--- config.mk ---
export PLATFORM = sky130hd
export DESIGN_NAME = sdg_regs
export DESIGN_NICKNAME = d
export VERILOG_FILES = /design/src/verilog/sdg_pkg.sv /design/src/verilog/sdg_regs.sv
export SDC_FILE = /design/constraint.sdc
export NUM_CORES = 1
export LEC_CHECK = 0
export ABC_CLOCK_PERIOD_IN_PS = 7470
export BUFFER_PORTS_ARGS = -buffer_cell sky130_fd_sc_hd__buf_2
export CORE_MARGIN = 2
export CORE_UTILIZATION = 60
export CTS_BUF_LIST = sky130_fd_sc_hd__clkbuf_16
export CTS_CLUSTER_SIZE = 16
export DETAILED_ROUTE_END_ITERATION = 10
export GPL_TIMING_DRIVEN = 0
export HOLD_SLACK_MARGIN = 0.02
export PLACE_DENSITY_LB_ADDON = 0.25
export SYNTH_ARGS = -nofsm -noshare
export SYNTH_HDL_FRONTEND = slang
export SYNTH_SLANG_ARGS = --single-unit
--- constraint.sdc ---
create_clock -name i_clk_sys -period 7.47 [get_ports i_clk_sys]
set_input_delay 0.3735 -clock i_clk_sys [delete_from_list [all_inputs] [get_ports i_clk_sys]]
set_output_delay 0.3735 -clock i_clk_sys [all_outputs]
set_load 0.1 [all_outputs]
--- src/verilog/sdg_pkg.sv ---
package sdg_pkg;
    // =====================================================
    // register offsets (byte addresses in config space)
    localparam logic [7:0]  DBG_CTRL_OFS     = 8'h9c;
    localparam logic [7:0]  DBG_DATA_OFS     = 8'hac;
    localparam logic [7:0]  CAP_HDR_OFS      = 8'hb0;
    localparam logic [7:0]  SS_IDENT_OFS     = 8'hb4;
    localparam logic [7:0]  PIN_CTRL_OFS     = 8'hb8;
    // =====================================================
    // debug control fields
    localparam int          DBG_SRC_LSB      = 0;
    localparam int          DBG_TRIG_LSB     = 2;
    localparam int          DBG_CLR_BIT      = 6;
    localparam int          DBG_CTRL_W       = 7;
    localparam logic [6:0]  DBG_CTRL_RST     = 7'h00;
    // =====================================================
    // capability header constants
    localparam logic [7:0]  CAP_ID_VAL       = 8'h0d;
    localparam logic [7:0]  CAP_NEXT_RST     = 8'hc0;
    // =====================================================
    // pin control layout: four bits per pin
    localparam int          PIN_IN_BIT       = 0;
    localparam int          PIN_OE_BIT       = 1;
    localparam int          PIN_OUT_BIT      = 2;
    localparam int          PIN_STRIDE       = 4;
    localparam logic [7:0]  PIN_OE_RST       = 8'h00;
    localparam logic [7:0]  PIN_OUT_RST      = 8'h00;
    // =====================================================
    // training states used as trigger codes
    typedef enum logic [3:0] {
        SDG_ST_NONE     = 4'h0,
        SDG_ST_DETECT   = 4'h1,
        SDG_ST_POLLING  = 4'h2,
        SDG_ST_CONFIG   = 4'h3,
        SDG_ST_L0       = 4'h4,
        SDG_ST_L0S      = 4'h5,
        SDG_ST_L1       = 4'h6,
        SDG_ST_L2       = 4'h7,
        SDG_ST_DISABLE  = 4'h8,
        SDG_ST_HOTRST   = 4'h9,
        SDG_ST_LOOPBACK = 4'ha,
        SDG_ST_RECOVERY = 4'hb
    } sdg_state_t;
endpackage : sdg_pkg

--- src/verilog/sdg_regs.sv ---
`timescale 1ns/1ns
// How it works
// debug control at 9Ch, source select bits 1:0
// trigger select bits 5:2 picks training state
// clear bit 6 empties the trace buffer
// trace data at ACh readable over sideband only
// capability header returns identifier 0Dh
// next pointer bits 15:8 read C0h
// vendor code bits 15:0, sideband/eeprom loadable
// device code bits 31:16, sideband/eeprom loadable
// pin control at B8h only on upstream port
// input bits mirror sampled pin level
// output-enable bits select pin direction
// output-value bits drive enabled pins
// reserved bits carry no function
// same four-bit pattern for pins 4 to 7
// reserved bits read zero, writes ignored
// trigger state starts capture of chosen source
module sdg_regs #(
    parameter int          DEPTH       = 16,
    parameter int          NPIN        = 8,
    parameter bit          IS_UPSTREAM = 1'b1,
    parameter logic [15:0] VENDOR_RST  = 16'h5a5a, // arbitrary value
    parameter logic [15:0] DEVICE_RST  = 16'ha5a5  // arbitrary value
) (
    input  wire logic               i_clk_sys,      // core clock
    input  wire logic               i_rst_n,        // sync reset, active low
    input  wire logic               i_cfg_req,      // config access strobe
    input  wire logic               i_cfg_wr,       // config write when high
    input  wire logic [7:0]         i_cfg_addr,     // config byte address
    input  wire logic [31:0]        i_cfg_wdata,    // config write data
    output logic      [31:0]        o_cfg_rdata,    // config read data
    output logic                    o_cfg_ack,      // config answer pulse
    input  wire logic               i_smb_req,      // sideband access strobe
    input  wire logic               i_smb_wr,       // sideband write when high
    input  wire logic [7:0]         i_smb_addr,     // sideband byte address
    input  wire logic [31:0]        i_smb_wdata,    // sideband write data
    output logic      [31:0]        o_smb_rdata,    // sideband read data
    output logic                    o_smb_ack,      // sideband answer pulse
    input  wire logic               i_ee_load,      // eeprom identity load
    input  wire logic [31:0]        i_ee_ident,     // eeprom identity word
    input  wire logic [3:0]         i_link_state,   // current training state
    input  wire logic [127:0]       i_trace_src,    // four trace sources
    input  wire logic [NPIN-1:0]    i_gpio_in,      // pin levels
    output logic      [NPIN-1:0]    o_gpio_out,     // pin drive value
    output logic      [NPIN-1:0]    o_gpio_oe       // pin drive enable
);
    localparam int AW = $clog2(DEPTH);

    // =====================================================
    // state
    logic [6:0]      dbg_ctrl_reg,  dbg_ctrl_next;
    logic [31:0]     ss_id_reg,     ss_id_next;
    logic [NPIN-1:0] oe_reg,        oe_next;
    logic [NPIN-1:0] out_reg,       out_next;
    logic [NPIN-1:0] pin_in_reg,    pin_in_next;
    logic [NPIN-1:0] sync1_reg, sync2_reg, sync3_reg;
    logic            armed_reg,     armed_next;
    logic [AW-1:0]   wr_ptr_reg,    wr_ptr_next;
    logic [AW-1:0]   rd_ptr_reg,    rd_ptr_next;
    logic [AW:0]     cnt_reg,       cnt_next;
    logic [31:0]     cfg_rd_reg,    cfg_rd_next;
    logic [31:0]     smb_rd_reg,    smb_rd_next;
    logic            cfg_ack_reg,   smb_ack_reg;
    logic [31:0]     trace_mem [DEPTH];

    logic            push, pop, full, empty, trig_hit;
    logic [31:0]     trace_word;
    logic            cfg_wr, smb_wr;

    assign cfg_wr = i_cfg_req && i_cfg_wr;
    assign smb_wr = i_smb_req && i_smb_wr;
    assign full   = (cnt_reg == (AW+1)'(DEPTH));
    assign empty  = (cnt_reg == '0);

    // =====================================================
    // common read view; trace data only when the caller is the sideband
    function automatic logic [31:0] rd_view(input logic [7:0] a, input logic sideband);
        logic [31:0] v;
        v = 32'h0000_0000;
        case (a)
            sdg_pkg::DBG_CTRL_OFS: v = {25'h0, dbg_ctrl_reg};
            // words still counted while clear takes hold are stale, so they stay hidden
            sdg_pkg::DBG_DATA_OFS: v = (sideband && !empty && !dbg_ctrl_reg[sdg_pkg::DBG_CLR_BIT])
                                       ? trace_mem[rd_ptr_reg]
                                                            : 32'h0000_0000;
            sdg_pkg::CAP_HDR_OFS:  v = {16'h0000, sdg_pkg::CAP_NEXT_RST,
                                        sdg_pkg::CAP_ID_VAL};
            sdg_pkg::SS_IDENT_OFS: v = ss_id_reg;
            sdg_pkg::PIN_CTRL_OFS: begin
                if (IS_UPSTREAM) begin
                    for (int p = 0; p < NPIN; p++) begin
                        v[p*sdg_pkg::PIN_STRIDE + sdg_pkg::PIN_IN_BIT]  = pin_in_reg[p];
                        v[p*sdg_pkg::PIN_STRIDE + sdg_pkg::PIN_OE_BIT]  = oe_reg[p];
                        v[p*sdg_pkg::PIN_STRIDE + sdg_pkg::PIN_OUT_BIT] = out_reg[p];
                    end
                end
            end
            default: v = 32'h0000_0000;
        endcase
        return v;
    endfunction : rd_view

    // =====================================================
    // register writes and identity loading
    always_comb begin
        dbg_ctrl_next = dbg_ctrl_reg;
        ss_id_next    = ss_id_reg;
        oe_next       = oe_reg;
        out_next      = out_reg;
        // config first so a same-cycle sideband write wins
        if (cfg_wr && i_cfg_addr == sdg_pkg::DBG_CTRL_OFS)
            dbg_ctrl_next = i_cfg_wdata[6:0];
        if (smb_wr && i_smb_addr == sdg_pkg::DBG_CTRL_OFS)
            dbg_ctrl_next = i_smb_wdata[6:0];
        for (int p = 0; p < NPIN; p++) begin
            if (IS_UPSTREAM && cfg_wr && i_cfg_addr == sdg_pkg::PIN_CTRL_OFS) begin
                oe_next[p]  = i_cfg_wdata[p*sdg_pkg::PIN_STRIDE + sdg_pkg::PIN_OE_BIT];
                out_next[p] = i_cfg_wdata[p*sdg_pkg::PIN_STRIDE + sdg_pkg::PIN_OUT_BIT];
            end
            if (IS_UPSTREAM && smb_wr && i_smb_addr == sdg_pkg::PIN_CTRL_OFS) begin
                oe_next[p]  = i_smb_wdata[p*sdg_pkg::PIN_STRIDE + sdg_pkg::PIN_OE_BIT];
                out_next[p] = i_smb_wdata[p*sdg_pkg::PIN_STRIDE + sdg_pkg::PIN_OUT_BIT];
            end
        end
        // identity is read-only to config; sideband and eeprom may replace it
        if (i_ee_load)
            ss_id_next = i_ee_ident;
        if (smb_wr && i_smb_addr == sdg_pkg::SS_IDENT_OFS)
            ss_id_next = i_smb_wdata;
    end

    always_ff @(posedge i_clk_sys) begin
        if (!i_rst_n) begin
            dbg_ctrl_reg <= sdg_pkg::DBG_CTRL_RST;
            ss_id_reg    <= {DEVICE_RST, VENDOR_RST};
            oe_reg       <= NPIN'(sdg_pkg::PIN_OE_RST);
            out_reg      <= NPIN'(sdg_pkg::PIN_OUT_RST);
        end else begin
            dbg_ctrl_reg <= dbg_ctrl_next;
            ss_id_reg    <= ss_id_next;
            oe_reg       <= oe_next;
            out_reg      <= out_next;
        end
    end

    // =====================================================
    // pin input sampling: three stages, accept when last two agree
    always_comb begin
        pin_in_next = pin_in_reg;
        for (int p = 0; p < NPIN; p++)
            if (sync2_reg[p] == sync3_reg[p])
                pin_in_next[p] = sync3_reg[p];
    end

    always_ff @(posedge i_clk_sys) begin
        if (!i_rst_n) begin
            sync1_reg  <= '0;
            sync2_reg  <= '0;
            sync3_reg  <= '0;
            pin_in_reg <= '0;
        end else begin
            sync1_reg  <= i_gpio_in;
            sync2_reg  <= sync1_reg;
            sync3_reg  <= sync2_reg;
            pin_in_reg <= pin_in_next;
        end
    end

    assign o_gpio_oe  = oe_reg;
    assign o_gpio_out = out_reg;

    // =====================================================
    // trace capture; reserved trigger codes never match a real state
    assign trace_word = i_trace_src[32*dbg_ctrl_reg[1:0] +: 32];
    assign trig_hit   = dbg_ctrl_reg[5:2] != sdg_pkg::SDG_ST_NONE
                        && dbg_ctrl_reg[5:2] <= sdg_pkg::SDG_ST_RECOVERY
                        && i_link_state == dbg_ctrl_reg[5:2];
    // capture stops when full so the oldest words after the trigger survive
    assign push       = !dbg_ctrl_reg[sdg_pkg::DBG_CLR_BIT] && !full
                        && (armed_reg || trig_hit);
    assign pop        = i_smb_req && !i_smb_wr && i_smb_addr == sdg_pkg::DBG_DATA_OFS
                        && !empty && !dbg_ctrl_reg[sdg_pkg::DBG_CLR_BIT];

    always_comb begin
        armed_next  = armed_reg || trig_hit;
        wr_ptr_next = push ? wr_ptr_reg + AW'(1) : wr_ptr_reg;
        rd_ptr_next = pop  ? rd_ptr_reg + AW'(1) : rd_ptr_reg;
        cnt_next    = cnt_reg + (AW+1)'(push) - (AW+1)'(pop);
        // clear holds the buffer empty and disarmed while set
        if (dbg_ctrl_reg[sdg_pkg::DBG_CLR_BIT]) begin
            armed_next  = 1'b0;
            wr_ptr_next = '0;
            rd_ptr_next = '0;
            cnt_next    = '0;
        end
    end

    always_ff @(posedge i_clk_sys) begin
        if (!i_rst_n) begin
            armed_reg  <= 1'b0;
            wr_ptr_reg <= '0;
            rd_ptr_reg <= '0;
            cnt_reg    <= '0;
        end else begin
            armed_reg  <= armed_next;
            wr_ptr_reg <= wr_ptr_next;
            rd_ptr_reg <= rd_ptr_next;
            cnt_reg    <= cnt_next;
        end
    end

    always_ff @(posedge i_clk_sys) begin
        if (push)
            trace_mem[wr_ptr_reg] <= trace_word;
    end

    // =====================================================
    // answers, one cycle after each request
    always_comb begin
        cfg_rd_next = cfg_rd_reg;
        smb_rd_next = smb_rd_reg;
        if (i_cfg_req && !i_cfg_wr)
            cfg_rd_next = rd_view(i_cfg_addr, 1'b0);
        if (i_smb_req && !i_smb_wr)
            smb_rd_next = rd_view(i_smb_addr, 1'b1);
    end

    always_ff @(posedge i_clk_sys) begin
        if (!i_rst_n) begin
            cfg_rd_reg  <= '0;
            smb_rd_reg  <= '0;
            cfg_ack_reg <= 1'b0;
            smb_ack_reg <= 1'b0;
        end else begin
            cfg_rd_reg  <= cfg_rd_next;
            smb_rd_reg  <= smb_rd_next;
            cfg_ack_reg <= i_cfg_req;
            smb_ack_reg <= i_smb_req;
        end
    end

    assign o_cfg_rdata = cfg_rd_reg;
    assign o_cfg_ack   = cfg_ack_reg;
    assign o_smb_rdata = smb_rd_reg;
    assign o_smb_ack   = smb_ack_reg;
endmodule : sdg_regs

==> PnR_summary.wiki, run 1 <==
{| class="wikitable"
! Metric !! Value
|-
| YS warnings || 0
|-
| Sequential cell area fraction in the yosys report || 67.4%
|-
| CTS Root Buffer Type || sky130_fd_sc_hd__clkbuf_16
|-
| CTS HTree Levels || 3
|-
| Flop and latch count out of synthesis || 683
|-
| Number of hold buffers added after cts || 7
|-
| Slew at the pin closest to its max-slew limit || between 1 and 1.5 ns
|-
| Via/cell ratio || about 6.6
|-
| Number of buffers added on ports || between 300 and 400
|-
| Unrepaired setup endpoints after global routing || false
|-
| Fraction of power consumed by combinational cells || 4.0%
|-
| Filler Cells Inserted || 2845
|-
| Leading cell types by count after synthesis || sky130_fd_sc_hd__edfxtp_1 (512), sky130_fd_sc_hd__dfxtp_1 (171), sky130_fd_sc_hd__mux4_2 (151), sky130_fd_sc_hd__o21ai_0 (91), sky130_fd_sc_hd__nor2_1 (87)
|-
| Number of max-capacitance violations reported || 0
|-
| Setup Total Neg Slack || 0 ns
|-
| Outcome || completed
|-
| Source-to-sink clock delay at the later pin of the worst-skew pair || 0.60 ns
|-
| Top FF cell, synth || sky130_fd_sc_hd__edfxtp_1
|-
| FMAX || 295 MHz
|-
| Power spent charging and discharging nets || 0.00166 W
|-
| Detailed-route wire length per cell || between 30 and 40 um
|-
| Initial core utilization || 61.2%
|-
| Yosys top cell area share || between 50% and 60%
|-
| Final wirelength || 85400 um
|-
| Placed cell areas || 30600 um^2
|-
| Length of the first detailed-routing pass in iterations || 6
|-
| First-pass GRT wire length || roughly 120000 um
|-
| Syn_nets || 2000
|-
| CTS tree || built
|-
| TritonCTS Sinks || 683
|-
| Post-synthesis share of cell area spent on full adders, half adders and majority gates || 0.566%
|-
| Most area-consuming cells after synthesis || sky130_fd_sc_hd__edfxtp_1 (55%), sky130_fd_sc_hd__dfxtp_1 (12%), sky130_fd_sc_hd__mux4_2 (12%)
|-
| Final Power || 0.00788 W
|-
| Placed wire-length estimate after detailed placement || 56800 um
|-
| Crit Path Category || flip-flop to flip-flop
|-
| Switching fraction of total power || 21.1%
|-
| Buffer levels on the longest clock path || 3
|-
| Required time of the critical path || ~8.0 ns
|-
| Core Footprint || 45600 um^2
|-
| Count of distinct cell types in the synthesized netlist || slightly above 60
|-
| Number of gates resized after cts || 0
|-
| Main combinational cell family by area after synthesis || multiplexers
|-
| Initial detailed-routing violation count || 2324
|-
| Final-report max-slew violation count || 0
|-
| Clock network fraction of design power || a little over two fifths
|-
| Area delta synth->final || 18.0%
|-
| Net count reported at finish || 2416
|-
| Capturing element type of the critical path || flip-flop
|-
| Vias in the first global route || 18300
|-
| Largest net degree at the start of global routing || 27
|-
| Final number of setup-violating endpoints || 0
|-
| Post-CTS setup buffer count || 0
|-
| Fraction of the mapped netlist area in compound gates || 8.02%
|-
| Clock-pin transition on the worst setup and hold timing paths || 0.07 ns
|-
| Max FFs per register || 512
|-
| Drt drc || 0
|-
| Data arrival time at the worst-slack endpoint || 3.93 ns
|-
| Cell internal pwr || 0.00621 W
|-
| Worst Setup Start Kind || flip-flop
|-
| Number of synthesized flops with an enable pin || 512
|-
| Minimum period implied by the final worst setup slack || 3.39 ns
|-
| Largest register by flop count || trace_mem
|-
| Die Outline Area || 48200 um^2
|-
| Worst Hold Slack || 0.0391 ns
|-
| Total routing usage reported by global routing || between 30% and 40%
|-
| Most repeated cell in the gate-level netlist after synthesis || sky130_fd_sc_hd__edfxtp_1
|-
| Dominant cell type by area after synthesis || sky130_fd_sc_hd__edfxtp_1
|-
| Reg power frac || between 50 and 60%
|-
| Total count of hold-check failures in the final report || 0
|-
| Mapped cell area || 27900 um^2
|-
| Die outline height || 220 um
|-
| Post-Syn Instances || 1729
|-
| Number of top-level design ports || 341
|-
| Peak supply drop || a little over 0.2 mV
|-
| Vias after detailed routing || 18500
|-
| Number of antenna violations at the first check in global routing || 8
|-
| Number of standard-cell rows in the floorplan || 78
|-
| Post-synthesis xor/xnor area fraction || 0.314%
|-
| Post-route antenna net violation count || 0
|-
| Simple-Gate Fraction of Synth Area || 5.69%
|-
| Relative slew slack || 8.02%
|-
| Crit share post-route || 45.4%
|-
| Residual overflow from global routing || 0
|-
| Post-Synthesis Mean Instance Area || 16.1 um^2
|-
| Fraction of final layout cells with drive strength greater than 1 || 31.0%
|-
| Post-synthesis mux area share || between 15 and 20%
|-
| Final weighted congestion in routability-driven placement || 0.964
|-
| Die extent in x || approximately 220 um
|-
| Worst clock skew || 0.0278 ns
|-
| Post-layout instance area || 32900 um^2
|-
| Share of async-settable or async-resettable flops after synthesis || 0%
|-
| Hold Path Class || primary input to flip-flop
|-
| Top fanout value on the critical path || 10
|-
| Cell area power density || ~240 nW/um^2
|-
| Leakage Power || 11.4 nW
|-
| TritonCTS Buffers || 68
|}
==> stage by stage <==
stage,setup slack [ns],utilization (%),instances
4_1_cts,4.12,72.1,2797
2_1_floorplan,4.63,-,1729
6_report,4.08,72.2,2800
5_1_grt,3.79,72.2,2798
3_5_place_dp,4.08,67.1,2668
3_3_place_gp,3.58,66.4,2652
==> routing by layer <==
| layer | track usage, % | part of all wire (%) | routed length (um) |
|---|---|---|---|
| met1 | 45.9 | 36 | 31200 |
| met2 | 59.1 | 49 | 41600 |
| met3 | 7.41 | 10 | 8580 |
| met4 | 16.8 | 4.7 | 3980 |
| met5 | 0 | 0.040 | 34 |
==> final timing paths <==
kind / startpoint / endpoint / slack (ns) / cells after the start
worst max-delay path: dbg_ctrl_reg[3] / cnt_reg[4] / 4.08 / 16
worst min-delay path: i_gpio_in[4] / sync1_reg[4] / 0.04 / 2
worst max register to register: dbg_ctrl_reg[3] / cnt_reg[4] / 4.08 / 16
worst min register to register: sync1_reg[5] / sync2_reg[5] / 0.44 / 1
==> power groups by stage <==
stage          clock (W)  sequential [W]  combinational (W)
5_1_grt          0.00360         0.00411           0.000332
2_1_floorplan          0         0.00423           0.000121
6_report         0.00345         0.00411           0.000315
4_1_cts          0.00346         0.00411           0.000309
3_3_place_gp           0         0.00419           0.000297
3_5_place_dp           0         0.00419           0.000304
==> layout make-up <==
| class | count | area (um^2) | share of cell area (%) |
|---|---|---|---|
| Sequential cell | 683 | 18800 | 57.2 |
| Multi-Input combinational cell | 907 | 8430 | 25.6 |
| Timing Repair Buffer | 346 | 2010 | 6.12 |
| Clock buffer | 72 | 1800 | 5.48 |
| Tap cell | 600 | 751 | 2.28 |
| Buffer | 123 | 602 | 1.83 |
| Clock inverter | 50 | 422 | 1.28 |
| Inverter | 16 | 60.1 | 0.183 |
| Antenna cell | 3 | 7.51 | 0.0228 |
==> placed cells by master, fill, tap and decap left out, types with 11 or more instances in the layout <==
cell	count
sky130_fd_sc_hd__edfxtp_1	512
sky130_fd_sc_hd__buf_2	366
sky130_fd_sc_hd__dfxtp_1	171
sky130_fd_sc_hd__mux4_2	151
sky130_fd_sc_hd__o21ai_0	91
sky130_fd_sc_hd__nor2_1	87
sky130_fd_sc_hd__a21oi_1	80
sky130_fd_sc_hd__a22oi_1	72
sky130_fd_sc_hd__clkbuf_16	72
sky130_fd_sc_hd__nand2_1	64
sky130_fd_sc_hd__clkbuf_1	62
sky130_fd_sc_hd__mux2i_1	53
sky130_fd_sc_hd__a211oi_1	41
sky130_fd_sc_hd__and2_1	35
sky130_fd_sc_hd__nor2b_1	33
sky130_fd_sc_hd__inv_1	26
sky130_fd_sc_hd__a22o_1	25
sky130_fd_sc_hd__nand3_1	24
sky130_fd_sc_hd__and3_2	16
sky130_fd_sc_hd__buf_12	15
sky130_fd_sc_hd__nor3_1	14
sky130_fd_sc_hd__clkinv_1	14
sky130_fd_sc_hd__mux4_1	12
sky130_fd_sc_hd__ha_1	11
==> cell families after synthesis <==
logic type | after synthesis
compound gates | 349
xor+xnor | 10
fa+ha+maj | 12
buf+inv | 139
flops | 683
mux | 225
simple gates | 311
==> critical path, cell delays in order (launching register included) <==
cell	delay, ns
sky130_fd_sc_hd__dfxtp_1	0.47
sky130_fd_sc_hd__nor2_1	0.09
sky130_fd_sc_hd__nor4b_2	0.36
sky130_fd_sc_hd__nor3_1	0.16
sky130_fd_sc_hd__nor2_1	0.35
sky130_fd_sc_hd__clkbuf_1	0.31
sky130_fd_sc_hd__inv_1	0.09
sky130_fd_sc_hd__ha_1	0.29
sky130_fd_sc_hd__inv_1	0.05
sky130_fd_sc_hd__ha_1	0.18
sky130_fd_sc_hd__inv_1	0.07
sky130_fd_sc_hd__fa_1	0.16
sky130_fd_sc_hd__inv_1	0.06
sky130_fd_sc_hd__a21oi_1	0.14
sky130_fd_sc_hd__nor2_1	0.06
sky130_fd_sc_hd__or3_1	0.34
sky130_fd_sc_hd__a21oi_1	0.13
No activity file was read; power rests on OpenSTA's default activity.
==> run 2, diff against run 1 <==
Settings changed: ABC_CLOCK_PERIOD_IN_PS 7470 to 2800, CORE_UTILIZATION 60 to 52.
Clock period 7.47 ns to 2.8 ns, I/O delays scaled along.
==> run 2 against run 1 <==
Clock skew fell by 0.0082 ns. Sequential share of layout area is 2.2 points lower. Hold slack improved by 0.0011 ns. Register-to-register slack lost 4.0 ns. Total power grew to 2.7 times the previous value. First-iteration DRC count down 20%. Largest cell class unchanged.
==> PnR_summary.wiki, run 2 (synthesis gave the netlist of run 1 again) <==
{| class="wikitable"
! Metric !! Value
|-
| Outcome || completed
|-
| Total routing usage reported by global routing || around 30%
|-
| Peak supply drop || between 0.4 and 0.5 mV
|-
| Standard cell with the maximum stage delay on the critical path || sky130_fd_sc_hd__or3_1
|-
| Crit Path Category || flip-flop to flip-flop
|-
| Vias in the first global route || 18200
|-
| TritonCTS Sinks || 683
|-
| Residual overflow from global routing || 0
|-
| Required time of the critical path || 3.32 ns
|-
| Hold_sp || i_cfg_wdata[0]
|-
| Minimum period implied by the final worst setup slack || 2.75 ns
|-
| Most frequent standard cell in the layout excluding fill and tap cells || sky130_fd_sc_hd__edfxtp_1
|-
| Worst Reg-to-Reg Cells || 17
|-
| Drt drc || 0
|-
| Die Outline Area || 55500 um^2
|-
| Largest net degree at the start of global routing || 29
|-
| Leakage Power || between 10 and 15 nW
|-
| Number of buffers added on ports || about 320
|-
| Top fanout value on the critical path || 3
|-
| Most frequent cell on the critical path || sky130_fd_sc_hd__inv_2
|-
| Initial detailed-routing violation count || 1851
|-
| Relative slew slack || 33.4%
|-
| CTS Root Buffer Type || sky130_fd_sc_hd__clkbuf_16
|-
| Final wirelength || ~83000 um
|-
| Number of antenna violations at the first check in global routing || 0
|-
| Clock-pin transition on the worst setup and hold timing paths || 0.06 ns
|-
| Post-route antenna net violation count || 0
|-
| Crit share post-route || 98.1%
|-
| Placed wire-length estimate after detailed placement || 57300 um
|-
| Fraction of final layout cells with drive strength greater than 1 || 31.2%
|-
| Number of max-capacitance violations reported || 0
|-
| Final number of setup-violating endpoints || 0
|-
| CTS tree || built
|-
| Number of standard-cell rows in the floorplan || 84
|-
| TritonCTS Buffers || 70
|-
| Net count reported at finish || around 2500
|-
| Slew at the pin closest to its max-slew limit || between 0.9 and 1 ns
|-
| Source-to-sink clock delay at the later pin of the worst-skew pair || approximately 0.60 ns
|-
| Hold worst-path end || dbg_ctrl_reg[0]
|-
| Largest register by flop count || trace_mem
|-
| Worst Setup Start Kind || flip-flop
|-
| Capturing element type of the critical path || flip-flop
|-
| Setup Slack @ Placement || -0.445 ns
|-
| Die extent in x || 236 um
|-
| Length of the first detailed-routing pass in iterations || 7
|-
| Cell area power density || between 600 and 700 nW/um^2
|-
| Detailed-route wire length per cell || 27.7 um
|-
| CTS HTree Levels || 3
|-
| Cells along the critical path || inv_2 -> ha_2 -> a31oi_2 -> o21ai_2 -> nor2_2 -> buf_6 -> inv_1 -> ha_1 -> inv_1 -> ha_2 -> inv_2 -> fa_2 -> inv_2 -> a21oi_2 -> nor2_1 -> or3_1 -> a21oi_1
|-
| Sequential cell area || between 15000 and 20000 um^2
|-
| Buffer levels on the longest clock path || 3
|-
| Delay contributed by the slowest stage of the critical path || 0.38 ns
|-
| Most frequent cells in the layout || sky130_fd_sc_hd__edfxtp_1 (512), sky130_fd_sc_hd__buf_2 (361), sky130_fd_sc_hd__dfxtp_1 (164), sky130_fd_sc_hd__mux4_2 (151), sky130_fd_sc_hd__dlygate4sd3_1 (110)
|-
| Data arrival time at the worst-slack endpoint || roughly 3.3 ns
|-
| Worst R2R Start || cnt_reg[3]
|-
| Final weighted congestion in routability-driven placement || between 0.9 and 1
|-
| Worst clock skew || 0.0196 ns
|-
| Die outline height || 236 um
|-
| Filler Cells Inserted || between 3000 and 4000
|-
| FMAX || about 360 MHz
|-
| Via/cell ratio || 6.10
|-
| Placed cell areas || 30700 um^2
|-
| Hold Path Class || primary input to flip-flop
|-
| Least setup slack across all paths after layout || 0.0538 ns
|-
| Area delta synth->final || 22.9%
|-
| First-pass GRT wire length || around 120000 um
|-
| Vias after detailed routing || roughly 18000
|-
| Reg2Reg Capture Point || cnt_reg[4]
|-
| Core Footprint || about 53000 um^2
|-
| Number of top-level design ports || 341
|-
| Post-route core utilization || 64.9%
|-
| Unrepaired setup endpoints after global routing || true
|-
| Initial core utilization || a little over half
|-
| Max FFs per register || 512
|-
| Hold Path Stages || 3
|-
| Reg2Reg Setup Slack || ~0.054 ns
|-
| Post-layout instance area || 34300 um^2
|-
| Total count of hold-check failures in the final report || 0
|-
| Area of the multi-input gates || 8520 um^2
|-
| Final-report max-slew violation count || 0
|}
## run 2: critical path, delay by kind of cell (launching register included)
family	cells	cell delay [ns]
DFF	1	0.34
AOI/OAI and AO/OA	4	0.56
and+or+nand+nor	3	0.61
buffers and inverters	6	0.34
adders and majority gates	4	0.81
## run 2: area by class of cell
cell class                      count  area share, %
Tap cell                          688           2.51
Clock buffer                       73           5.33
Inverter                           16          0.175
Multi-Input combinational cell    907           24.9
Antenna cell                        1        0.00730
Sequential cell                   683           54.9
Buffer                            122           1.84
Timing Repair Buffer              457           9.04
Clock inverter                     54           1.31
## run 2: how the worst max path moves through the flow
stage	endpoint	from	cells after the start
after floorplan	cnt_reg[4]	cnt_reg[2]	17
after global placement	trace_mem[6][17]	dbg_ctrl_reg[2]	6
after detailed placement	cnt_reg[4]	dbg_ctrl_reg[4]	16
after CTS	cnt_reg[4]	cnt_reg[2]	16
after global routing	cnt_reg[4]	dbg_ctrl_reg[5]	17
final	cnt_reg[4]	cnt_reg[3]	17
## run 2: per-stage QoR
step           setup TNS, ns  total power (W)  hold slack (ns)  instances
2_1_floorplan              0           0.0116            0.262       1729
3_3_place_gp         -513.43           0.0120            0.346       2740
3_5_place_dp         -127.19           0.0120            0.351       2756
4_1_cts               -0.125           0.0213           0.0328       2994
5_1_grt              -0.0900           0.0217           0.0605       3000
6_report                   0           0.0212           0.0402       3001
## run 2: repair_timing
action | in CTS | in global routing
cloned | 0 | 0
endpoints found under the hold margin | 69 | 0
hold buffers | 110 | 0
pin swaps | 3 | 9
buffers inserted | 2 | 6
setup endpoints to repair | 497 | 11
gates resized for setup | 15 | 34
## run 2: per-layer routing
metal  GRT usage [%]  wire [um]
met4            10.2       2620
met3            5.02       6610
met2            51.1      41000
met1            39.2      33000
met5               0          0
## run 2: power breakdown
group | switching (W) | internal [W] | total, W | leakage (nW)
sequential | 0.0000495 | 0.0109 | 0.0110 | 6.00
clock | 0.00387 | 0.00539 | 0.00925 | 1.14
combinational | 0.000577 | 0.000370 | 0.000947 | 4.85
==> run 3, diff against run 2 <==
Settings changed: ABC_CLOCK_PERIOD_IN_PS 2800 to 2750, CORE_UTILIZATION 52 to 58, PLACE_DENSITY from default to 0.8, PLACE_DENSITY_LB_ADDON 0.25 to default.
Clock period 2.8 ns to 2.75 ns, I/O delays scaled along.
==> run 3 against run 2 <==
Sequential power about the same. Critical path depth shrank 9. Fmax increased by 1.3%. Register-to-register slack barely moved. First-iteration DRC count up 17%. Via count is 3.9% higher. Cell count decreased by 2.2%. Clock skew is 0.0046 ns higher. Cell area about the same. Routed wire length up 7.6%. Critical endpoint is now o_smb_rdata[16]. Largest cell class unchanged.
==> PnR_summary.wiki, run 3 (synthesis gave the netlist of run 1 again) <==
{| class="wikitable"
! Metric !! Value
|-
| CTS HTree Levels || 3
|-
| Clock-pin transition on the worst setup and hold timing paths || ~0.06 ns
|-
| Clock network fraction of design power || 43.6%
|-
| Final number of setup-violating endpoints || 0
|-
| Final Power || 0.0216 W
|-
| Core Footprint || 47500 um^2
|-
| Number of buffers added on ports || 323
|-
| Number of max-capacitance violations reported || 0
|-
| Switching fraction of total power || between 20% and 30%
|-
| Total routing usage reported by global routing || 36.1%
|-
| First-pass GRT wire length || 128000 um
|-
| Area delta synth->final || 23.0%
|-
| Largest register by flop count || trace_mem
|-
| Initial core utilization || between 50 and 60%
|-
| Worst Setup Start Kind || flip-flop
|-
| Largest net degree at the start of global routing || 29
|-
| Required time of the critical path || 3.23 ns
|-
| Final wirelength || 89500 um
|-
| Vias after detailed routing || 19000
|-
| TritonCTS Buffers || 69
|-
| Drt drc || 0
|-
| Final-report max-slew violation count || 0
|-
| Total count of hold-check failures in the final report || 0
|-
| Number of top-level design ports || 341
|-
| Number of standard-cell rows in the floorplan || 80
|-
| Data arrival time at the worst-slack endpoint || 3.19 ns
|-
| CTS tree || built
|-
| Outcome || completed
|-
| Die extent in x || 223 um
|-
| Hold Path Class || primary input to flip-flop
|-
| Unrepaired setup endpoints after global routing || true
|-
| Slew at the pin closest to its max-slew limit || 1.03 ns
|-
| Placed wire-length estimate after detailed placement || 58200 um
|-
| Sequential cell area || 18800 um^2
|-
| Detailed-route wire length per cell || about 31 um
|-
| Placed cell areas || about 31000 um^2
|-
| Fraction of final layout cells with drive strength greater than 1 || 31.7%
|-
| Length of the first detailed-routing pass in iterations || 5
|-
| Fraction of power consumed by combinational cells || 4.6%
|-
| Most frequent cells in the layout || sky130_fd_sc_hd__edfxtp_1 (512), sky130_fd_sc_hd__buf_2 (358), sky130_fd_sc_hd__dfxtp_1 (163), sky130_fd_sc_hd__mux4_2 (151), sky130_fd_sc_hd__dlygate4sd3_1 (113)
|-
| Met1 layer usage reported by global route || 46.4%
|-
| Top fanout value on the critical path || 10
|-
| Die outline height || 223 um
|-
| Non-filler cells, final || slightly below 3000
|-
| Via/cell ratio || around 6.5
|-
| Residual overflow from global routing || 0
|-
| Post-layout instance area || 34300 um^2
|-
| Worst Hold Slack || 0.0785 ns
|-
| Max FFs per register || between 500 and 600
|-
| Initial detailed-routing violation count || 2166
|-
| Grt peak-use layer || met2
|-
| CTS Root Buffer Type || sky130_fd_sc_hd__clkbuf_16
|-
| Cell area power density || 629 nW/um^2
|-
| Filler Cells Inserted || 2892
|-
| Leakage Power || 12.0 nW
|-
| Minimum period implied by the final worst setup slack || ~2.7 ns
|-
| Met3 capacity usage during global routing || 7.03%
|-
| Crit share post-route || 98.6%
|-
| Peak supply drop || 0.523 mV
|-
| Cell internal pwr || 0.0169 W
|-
| Final weighted congestion in routability-driven placement || 0.952
|-
| Setup Total Neg Slack || 0 ns
|-
| Post-route antenna net violation count || 0
|-
| Buffer levels on the longest clock path || 3
|-
| Placed instance count || 2683
|-
| Power spent charging and discharging nets || 0.00467 W
|-
| Met2 routing resource usage after global routing || 60.5%
|-
| Net count reported at finish || approximately 2500
|-
| Die Outline Area || 49800 um^2
|-
| Vias in the first global route || about 19000
|-
| Relative slew slack || a little under a third
|-
| Capturing element type of the critical path || flip-flop
|-
| Crit Path Category || flip-flop to flip-flop
|-
| Number of antenna violations at the first check in global routing || 2
|-
| Source-to-sink clock delay at the later pin of the worst-skew pair || 0.61 ns
|-
| Worst clock skew || between 0.02 and 0.025 ns
|-
| Most frequent standard cell in the layout excluding fill and tap cells || sky130_fd_sc_hd__edfxtp_1
|-
| FMAX || 369 MHz
|-
| Area of the multi-input gates || 8570 um^2
|-
| TritonCTS Sinks || 683
|-
| Reg power frac || 51.8%
|}
-- run 3: stage by stage --
step | utilization (%) | setup WS [ns]
2_1_floorplan | - | 0.0434
3_3_place_gp | 63.7 | -0.880
3_5_place_dp | 64.4 | -0.533
4_1_cts | 71.8 | -0.0352
5_1_grt | 72.1 | -0.0292
6_report | 72.1 | 0.0392
-- run 3: layer usage --
layer	routed length [um]	part of all wire [%]	up-vias
li1	-	-	7965
met4	3780	4.2	2
met3	8950	10	235
met2	43900	49	1399
met1	32900	37	9424
met5	13	0.015	-
-- run 3: path summary, 6_finish.rpt --
path / from / to / slack, ns / cells past startpoint
setup / recovery: flip-flop / o_smb_rdata[16] / 0.04 / 8
hold / removal: i_smb_addr[5] / o_smb_rdata[3] / 0.08 / 4
hold reg to reg: sync1_reg[4] / sync2_reg[4] / 0.44 / 1
setup reg to reg: flip-flop / o_smb_rdata[16] / 0.04 / 8
-- run 3: power groups by stage --
stage / Sequential [W] / Clock (W) / Combinational [W]
after floorplan: 0.0115 / 0 / 0.000328
after global placement: 0.0114 / 0 / 0.000810
after detailed placement: 0.0114 / 0 / 0.000831
after CTS: 0.0112 / 0.00946 / 0.000958
after global routing: 0.0112 / 0.00979 / 0.00103
final: 0.0112 / 0.00941 / 0.000981
-- run 3: critical path: stages, from the launching register on --
cell and delay (ns):
sky130_fd_sc_hd__dfxtp_1 0.31, sky130_fd_sc_hd__clkbuf_1 0.35, sky130_fd_sc_hd__buf_4 0.30, sky130_fd_sc_hd__buf_4 0.33, sky130_fd_sc_hd__mux4_2 0.56, sky130_fd_sc_hd__a22oi_1 0.28, sky130_fd_sc_hd__nand2_1 0.18, sky130_fd_sc_hd__a21oi_1 0.21
sky130_fd_sc_hd__nor2_1 0.06
-- run 3: layout make-up --
| class | instances | area share [%] |
|---|---|---|
| multi-input cells | 907 | 25.0 |
| well taps | 615 | 2.25 |
| plain buffers | 121 | 1.86 |
| diodes | 1 | 0.00730 |
| inverters | 16 | 0.175 |
| flip-flops and latches | 683 | 54.9 |
| clock buffers | 70 | 5.11 |
| repair buffers | 470 | 9.35 |
| clock inverters | 51 | 1.35 |
-- run 3: timing repair --
item | 4_1_cts | 5_1_grt
hold buffers | 113 | 0
hold endpoints to repair | 69 | 0
endpoints found under the setup margin | 484 | 18
setup buffers | 10 | 8
resized for setup | 30 | 31
pin swaps | 5 | 9
